### config.mk
export PLATFORM = sky130hd
export DESIGN_NAME = pbw_power_ctrl
export DESIGN_NICKNAME = d
export VERILOG_FILES = /design/src/pbw_pkg.sv /design/src/pbw_press_timer.sv /design/src/pbw_power_ctrl.sv
export SDC_FILE = /design/constraint.sdc
export NUM_CORES = 1
export LEC_CHECK = 0
export BUFFER_PORTS_ARGS = -buffer_cell sky130_fd_sc_hd__buf_2
export CORE_UTILIZATION = 56
export CTS_CLUSTER_DIAMETER = 40
export DETAILED_ROUTE_END_ITERATION = 16
export GPL_TIMING_DRIVEN = 0
export PLACE_DENSITY = 0.76
export REMOVE_ABC_BUFFERS = 1
export SETUP_SLACK_MARGIN = 0.02
export SLEW_MARGIN = 5
export SYNTH_ARGS = -nofsm -noshare
export SYNTH_HDL_FRONTEND = slang
export SYNTH_SLANG_ARGS = --single-unit
### constraint.sdc
create_clock -name core_clk -period 2.19 [get_ports core_clk]
set_input_delay 0.438 -clock core_clk [delete_from_list [all_inputs] [get_ports core_clk]]
set_output_delay 0.438 -clock core_clk [all_outputs]
set_load 0.02 [all_outputs]
### src/pbw_pkg.sv
// package: power states, wake source indices and timing constants
package pbw_pkg;

  // ****************************************
  // timing
  // ****************************************
  localparam int unsigned CLK_PERIOD_PS = 4000;
  localparam longint unsigned LONG_PRESS_MS = 4000;
  localparam longint unsigned LONG_PRESS_CYCLES = (LONG_PRESS_MS * 1000000000) / CLK_PERIOD_PS;
  localparam int unsigned DEBOUNCE_US = 10;
  localparam int unsigned DEBOUNCE_CYCLES = (DEBOUNCE_US * 1000000) / CLK_PERIOD_PS;

  // ****************************************
  // power states
  // ****************************************
  typedef enum logic [2:0] {
    PBW_S0 = 3'h0,
    PBW_S1 = 3'h1,
    PBW_S3 = 3'h3,
    PBW_S4 = 3'h4,
    PBW_S5 = 3'h5
  } pbw_state_t;

  // ****************************************
  // wake source indices
  // ****************************************
  localparam int unsigned WK_NET = 0;
  localparam int unsigned WK_PME = 1;
  localparam int unsigned WK_WAKE = 2;
  localparam int unsigned WK_KBMS = 3;
  localparam int unsigned WK_RTC = 4;
  localparam int unsigned WK_SERIAL = 5;
  localparam int unsigned WK_USB = 6;
  localparam int unsigned WK_COUNT = 7;

  // ****************************************
  // reset values of the soft-off wake enables
  // ****************************************
  localparam logic S5_NET_EN_RST = 1'b0;
  localparam logic S5_PME_EN_RST = 1'b0;
  localparam logic S5_KBMS_EN_RST = 1'b0;

endpackage

### src/pbw_press_timer.sv
// module: power switch synchroniser, debouncer and press-length classifier
`timescale 1ns/1ps
module pbw_press_timer #(
  parameter int unsigned DEB_CYCLES = pbw_pkg::DEBOUNCE_CYCLES,
  parameter longint unsigned LONG_CYCLES = pbw_pkg::LONG_PRESS_CYCLES
) (
  input wire logic core_clk,
  input wire logic rst,
  input wire logic sw_pressed,
  output logic short_press,
  output logic long_press
);

  localparam int unsigned HW = 34;

  // refused at elaboration: the counters below cannot hold other values
  if (DEB_CYCLES < 1 || LONG_CYCLES < 2 || LONG_CYCLES >= (64'h1 << HW)) begin : g_bad_count
    $error("pbw_press_timer: unsupported count");
  end

  // ****************************************
  // three-stage synchroniser
  // ****************************************
  logic sync1;
  logic sync2;
  logic sync3;
  always_ff @(posedge core_clk) begin
    if (rst) begin
      sync1 <= 1'b0;
      sync2 <= 1'b0;
      sync3 <= 1'b0;
    end else begin
      sync1 <= sw_pressed;
      sync2 <= sync1;
      sync3 <= sync2;
    end
  end

  // ****************************************
  // debounce
  // ****************************************
  wire agree = (sync2 == sync3);
  logic level;
  logic [31:0] deb_cnt;
  wire deb_done = agree && (sync3 != level) && (deb_cnt >= DEB_CYCLES - 1);
  always_ff @(posedge core_clk) begin
    if (rst) begin
      deb_cnt <= 32'h0;
      level <= 1'b0;
    end else if (!agree || sync3 == level) begin
      deb_cnt <= 32'h0;
    end else if (deb_done) begin
      deb_cnt <= 32'h0;
      level <= sync3;
    end else begin
      deb_cnt <= deb_cnt + 32'h1;
    end
  end

  // ****************************************
  // hold timer
  // ****************************************
  // long press fires at the limit while still held, so a stuck switch still forces off
  logic [HW-1:0] hold_cnt;
  logic long_seen;
  wire press_end = deb_done && !sync3;
  wire hit_long = level && !long_seen && (hold_cnt == HW'(LONG_CYCLES - 1));
  always_ff @(posedge core_clk) begin
    if (rst) begin
      hold_cnt <= {HW{1'b0}};
      long_seen <= 1'b0;
      short_press <= 1'b0;
      long_press <= 1'b0;
    end else begin
      short_press <= press_end && !long_seen;
      long_press <= hit_long;
      if (!level) begin
        hold_cnt <= {HW{1'b0}};
        long_seen <= 1'b0;
      end else if (hit_long) begin
        long_seen <= 1'b1;
      end else if (!long_seen) begin
        hold_cnt <= hold_cnt + {{(HW-1){1'b0}}, 1'b1};
      end
    end
  end

endmodule

### src/pbw_power_ctrl.sv
// module: system power-state controller with power switch and wake gating
`timescale 1ns/1ps
module pbw_power_ctrl #(
  parameter int unsigned DEB_CYCLES = pbw_pkg::DEBOUNCE_CYCLES,
  parameter longint unsigned LONG_CYCLES = pbw_pkg::LONG_PRESS_CYCLES
) (
  input wire logic core_clk,
  input wire logic rst,
  input wire logic sw_pressed,
  input wire logic [pbw_pkg::WK_COUNT-1:0] wake_req,
  input wire logic os_req_valid,
  input wire logic [2:0] os_req_state,
  input wire logic s5_net_en_set,
  input wire logic s5_net_en_clr,
  input wire logic s5_pme_en_set,
  input wire logic s5_pme_en_clr,
  input wire logic s5_kbms_en_set,
  input wire logic s5_kbms_en_clr,
  output logic [2:0] power_state,
  output logic supply_on,
  output logic s5_net_en,
  output logic s5_pme_en,
  output logic s5_kbms_en,
  output logic wake_event
);

  // ****************************************
  // decode helpers
  // ****************************************
  function automatic logic is_sleep(input logic [2:0] s);
    is_sleep = (s == pbw_pkg::PBW_S1) || (s == pbw_pkg::PBW_S3) || (s == pbw_pkg::PBW_S4);
  endfunction

  function automatic logic is_valid(input logic [2:0] s);
    is_valid = (s == pbw_pkg::PBW_S0) || is_sleep(s) || (s == pbw_pkg::PBW_S5);
  endfunction

  // ****************************************
  // switch timing
  // ****************************************
  logic short_press;
  logic long_press;
  pbw_press_timer #(
    .DEB_CYCLES(DEB_CYCLES),
    .LONG_CYCLES(LONG_CYCLES)
  ) u_timer (
    .core_clk(core_clk),
    .rst(rst),
    .sw_pressed(sw_pressed),
    .short_press(short_press),
    .long_press(long_press)
  );

  // ****************************************
  // wake request synchronisers
  // ****************************************
  logic [pbw_pkg::WK_COUNT-1:0] wk_s1;
  logic [pbw_pkg::WK_COUNT-1:0] wk_s2;
  logic [pbw_pkg::WK_COUNT-1:0] wk_s3;
  always_ff @(posedge core_clk) begin
    if (rst) begin
      wk_s1 <= '0;
      wk_s2 <= '0;
      wk_s3 <= '0;
    end else begin
      wk_s1 <= wake_req;
      wk_s2 <= wk_s1;
      wk_s3 <= wk_s2;
    end
  end
  // a request counts only once the second and third stages agree
  wire [pbw_pkg::WK_COUNT-1:0] wk_seen = wk_s2 & wk_s3;

  // ****************************************
  // soft-off wake enables
  // ****************************************
  // set wins over clear on a same-cycle conflict
  always_ff @(posedge core_clk) begin
    if (rst) begin
      s5_net_en <= pbw_pkg::S5_NET_EN_RST;
      s5_pme_en <= pbw_pkg::S5_PME_EN_RST;
      s5_kbms_en <= pbw_pkg::S5_KBMS_EN_RST;
    end else begin
      if (s5_net_en_set) begin
        s5_net_en <= 1'b1;
      end else if (s5_net_en_clr) begin
        s5_net_en <= 1'b0;
      end
      if (s5_pme_en_set) begin
        s5_pme_en <= 1'b1;
      end else if (s5_pme_en_clr) begin
        s5_pme_en <= 1'b0;
      end
      if (s5_kbms_en_set) begin
        s5_kbms_en <= 1'b1;
      end else if (s5_kbms_en_clr) begin
        s5_kbms_en <= 1'b0;
      end
    end
  end

  // ****************************************
  // wake gating table
  // ****************************************
  pbw_pkg::pbw_state_t state;
  wire in_s1 = (state == pbw_pkg::PBW_S1);
  wire in_s3 = (state == pbw_pkg::PBW_S3);
  wire in_s4 = (state == pbw_pkg::PBW_S4);
  wire in_s5 = (state == pbw_pkg::PBW_S5);

  logic [pbw_pkg::WK_COUNT-1:0] wk_allow;
  assign wk_allow[pbw_pkg::WK_NET] = in_s1 || in_s3 || in_s4 || (in_s5 && s5_net_en);
  assign wk_allow[pbw_pkg::WK_PME] = in_s1 || in_s3 || in_s4 || (in_s5 && s5_pme_en);
  assign wk_allow[pbw_pkg::WK_WAKE] = in_s1 || in_s3 || in_s4 || in_s5;
  assign wk_allow[pbw_pkg::WK_KBMS] = in_s1 || in_s3 || (in_s5 && s5_kbms_en);
  assign wk_allow[pbw_pkg::WK_RTC] = in_s3 || in_s4 || in_s5;
  assign wk_allow[pbw_pkg::WK_SERIAL] = in_s3;
  assign wk_allow[pbw_pkg::WK_USB] = in_s3;

  // requests outside their allowed states are simply dropped
  wire wake_hit = |(wk_seen & wk_allow);

  // ****************************************
  // state transitions
  // ****************************************
  wire os_ok = os_req_valid && is_valid(os_req_state);
  pbw_pkg::pbw_state_t next_state;
  always_comb begin
    next_state = state;
    case (state)
      pbw_pkg::PBW_S0: begin
        if (long_press) begin
          next_state = pbw_pkg::PBW_S5;
        end else if (short_press) begin
          next_state = pbw_pkg::PBW_S1;
        end else if (os_ok) begin
          next_state = pbw_pkg::pbw_state_t'(os_req_state);
        end
      end
      pbw_pkg::PBW_S1, pbw_pkg::PBW_S3, pbw_pkg::PBW_S4: begin
        if (long_press) begin
          next_state = pbw_pkg::PBW_S5;
        end else if (short_press || wake_hit) begin
          next_state = pbw_pkg::PBW_S0;
        end
      end
      pbw_pkg::PBW_S5: begin
        if (short_press || wake_hit) begin
          next_state = pbw_pkg::PBW_S0;
        end
      end
      default: begin
        next_state = pbw_pkg::PBW_S5;
      end
    endcase
  end

  // ****************************************
  // state and outputs
  // ****************************************
  // reset lands in soft-off: the board waits for a short press or a wake that S5 allows
  always_ff @(posedge core_clk) begin
    if (rst) begin
      state <= pbw_pkg::PBW_S5;
      wake_event <= 1'b0;
    end else begin
      state <= next_state;
      wake_event <= (state != pbw_pkg::PBW_S0) && wake_hit;
    end
  end

  assign power_state = state;
  // supply rails stay up in S0 and S1 only
  assign supply_on = (state == pbw_pkg::PBW_S0) || (state == pbw_pkg::PBW_S1);

endmodule

==> flow_summary.yaml <==
floorplanning:
  dieArea_um2: 7503
  die_x_um: 86.62
  core_region_area_um2: 6869
  num_io_pins: 28
  die_y_um: 86.62
  start_util_pct: 58.38
  rows: 30
detailed_routing:
  number_of_remaining_drc_errors: 0
  post_drt_wl_per_cell_um: 12.44
  initialDrtViolationCount: 155
  drt-pass1-iter-count: 4
  avgViaCountPerCell: 5.427
  antenna_violating_nets_post_route: 0
  wirelength_um: 7117
  vias: 3104
critical_path:
  r2r_cells: 5
  timing.reg2reg.setup_slack_ns: 0.16
  worst_ep_required_time_ns: 2.48
  path_class: "flop to flop"
  critPathSlowestCell: "or4_4"
  worst_path_largest_cell_delay_ns: 0.60
  worst_ep_arrival_time_ns: 2.32
  critical_path_maximum_fanout: 16
  reg2reg_to: "u_timer.hold_cnt[32]"
  timing.critical_path.from_type: "flop"
  end_kind: "flop"
  critical_path.cell_chain: "and4b_2, nand2_4, or4_4, or3_1, a21oi_1"
  reg_to_reg_start: "u_timer.long_seen"
yosys:
  synthDominantCellAreaShare_pct: 50.42
  synthArstFlopShare_pct: 0
  ys_seq_elements: 101
  synth_top_cell_by_area: "dfxtp_1"
  instance_count_of_the_mapped_netlist: 430
  postSynthAreaPerCell_um2: 9.326
  synth_enable_flop_cells: 0
  seq_area_frac_synth_pct: 50.42
  post_synth_instance_area_um2: 4010
  post-synth-top-count-cell: "dfxtp_1"
  postSynth.topFlopCell: "dfxtp_1"
  ys_warn_count: 0
  post_synth_num_cell_types: 51
  synth.top_cells.by_count: "dfxtp_1, nor2_1, nor2b_1"
  synth.area.top_cells: "dfxtp_1, nor2b_1, xnor2_1"
timing:
  final_period_minus_worst_setup_slack_ns: 2.028
  final_hold_viol_count: 0
  finalSetupViolations: 0
  timing.fmax_mhz: 493.1
  slew_viol_final: 0
  max_slew.worst_pin.slew_ns: 0.6547
  max_transition_margin_pct: 56.35
  rsz0062_at_grt: "yes"
  final.setup_skew_ns: 0.007693
  final.period_utilization_pct: 92.60
grt:
  grt_antenna_before_repair: 0
  grtUsageTotal_pct: 20.23
  grt_pass1_wl_um: 12040
  via_count_of_the_first_global_routing_pass: 2861
  grt_max_degree: 38
  global_route.overflow_total: 0
cts:
  number_of_clock_sinks: 101
  clockRootBuffer: "clkbuf_8"
  cts.reportedPaths.clkPinSlew_ns: 0.10
  cts_buffers: 9
  clock_tree.htree_level_count: 3
  cts-root-to-sink-buffers: 2
  clk_latency_ns: 0.37
  cts_tree: "yes"
flow_run:
  cap_viol_max_count: 0
cells_and_area:
  layout.cells.non_filler: 572
  drive_gt1_share_pct: 13.45
  layout.cell_area.non_filler_um2: 4496
  finalCoreUtilization_pct: 65.45
  growth_of_design_area_from_synthesis_to_finish_pct: 12.11
  fin_nets: 493
  num_antenna_cells: 0
min_path:
  holdCritStartpoint: "s5_kbms_en_set"
  hold_path.class: "primary input to flop"
  whs_path_depth: 3
  hold_path_end: "s5_kbms_en"
status:
  result_of_the_run: "finished, final reports clean"
pwr:
  leakagePower_nw: 1.658
  max-vdd-ir-drop_mv: 0.5525
  power_density_of_the_placed_cells_nw_per_um2: 694.2
placed_design:
  numPlacedInstances: 554
  port-buffer-count: 27
  placed_cell_area_um2: 4257
  hpwlAfterDp_um: 4832
  rd_place_congestion: 0.7926
-- layout make-up --
| type | count | area (um2) |
|---|---|---|
| Clock inverter | 7 | 71.32 |
| Fill cell | 587 | 2374 |
| Clock buffer | 9 | 123.9 |
| Timing Repair Buffer | 29 | 162.7 |
| Multi-Input combinational cell | 315 | 1938 |
| Inverter | 15 | 56.30 |
| Sequential cell | 101 | 2023 |
| Tap cell | 96 | 120.1 |
-- power by group --
part | internal [mW] | switching [mW]
Clock | 0.455 | 0.688
Combinational | 0.0378 | 0.0440
Sequential | 1.88 | 0.0181
-- logic make-up (layout without fill, tap and decap cells) --
logic type	Yosys count	count (layout)	synth area share (%)
AND/OR/NAND/NOR	204	204	29.98
flip-flops	101	101	50.42
AO/OA/AOI/OAI	63	63	9.735
buffers and inverters	33	60	3.401
XOR/XNOR	24	24	5.242
adder cells (fa/ha/maj)	2	2	0.6239
multiplexers	2	2	0.4992
other	1	20	0.09351
-- worst max-delay path by stage --
stage,cells after the start,from,end,slack (ns)
after global routing,5,u_timer.hold_cnt[18],u_timer.hold_cnt[31],0.007
after CTS,5,u_timer.long_seen,u_timer.hold_cnt[30],0.04
after global placement,4,rst,u_timer.level,-0.38
after detailed placement,4,rst,u_timer.level,-0.41
after floorplan,5,u_timer.long_seen,u_timer.hold_cnt[30],0.25
final,5,u_timer.long_seen,u_timer.hold_cnt[32],0.16
-- what timing repair did --
item / 4_1_cts / 5_1_grt
buffers inserted: 2 / 0
setup endpoints to repair: 15 / 5
hold buffers: 0 / 0
hold endpoints to repair: 0 / 0
pin swaps: 1 / 0
gates resized for setup: 2 / 5
-- cells in the final DEF, fill, tap and decap left out, types with 5 or more instances in the layout --
| master | synthesis | routed |
|---|---|---|
| a21oi_1 | 25 | 25 |
| nor2b_1 | 28 | 28 |
| o21ai_0 | 15 | 15 |
| nand4_1 | 11 | 11 |
| xor2_1 | 7 | 7 |
| o31ai_1 | 5 | 5 |
| nor2_1 | 36 | 36 |
| or3_1 | 8 | 8 |
| nor3_1 | 8 | 8 |
| xnor2_1 | 17 | 17 |
| nand2_1 | 27 | 27 |
| nor4_1 | 12 | 11 |
| buf_2 | 1 | 27 |
| nand3_1 | 11 | 11 |
| or4_1 | 11 | 11 |
| inv_1 | 15 | 15 |
| clkbuf_8 | 0 | 9 |
| and3_1 | 14 | 14 |
| conb_1 | 1 | 20 |
| dfxtp_1 | 101 | 100 |
| or2_2 | 6 | 6 |
-- metrics by stage --
| step | hold WS [ns] | setup TNS [ns] | total power [mW] | setup WS (ns) |
|---|---|---|---|---|
| detailed placement | 0.4212 | -4.055 | 2.020 | -0.4084 |
| floorplan | 0.4138 | 0 | 1.978 | 0.2546 |
| global route | 0.2700 | 0 | 3.252 | 0.006917 |
| CTS | 0.2633 | 0 | 3.161 | 0.04308 |
| finish | 0.2791 | 0 | 3.121 | 0.1621 |
| global placement | 0.4220 | -2.620 | 2.015 | -0.3807 |
-- metal layers --
| metal | global-route usage (%) | up-vias | part of all wire (%) |
|---|---|---|---|
| met5 | 0 | - | 0 |
| met4 | 6.364 | 0 | 1.1 |
| met3 | 6.095 | 8 | 4.5 |
| met2 | 35.86 | 68 | 49 |
| met1 | 23.36 | 1438 | 46 |
| li1 | - | 1590 | - |
-- state kept, by name (all words and copies together), names as in the netlist, 3 cells and up --
signal / cells
power_state: 3
u_timer.deb_cnt: 32
u_timer.hold_cnt: 34
wk_s1: 7
wk_s2: 7
wk_s3: 7
-- worst max-delay path, delay by kind of cell, from the launching register on --
kind	cells	cell delay, ns
AOI/OAI and AO/OA	1	0.14
and+or+nand+nor	4	1.39
DFF	1	0.42
Power figures use the tool's default switching activity.
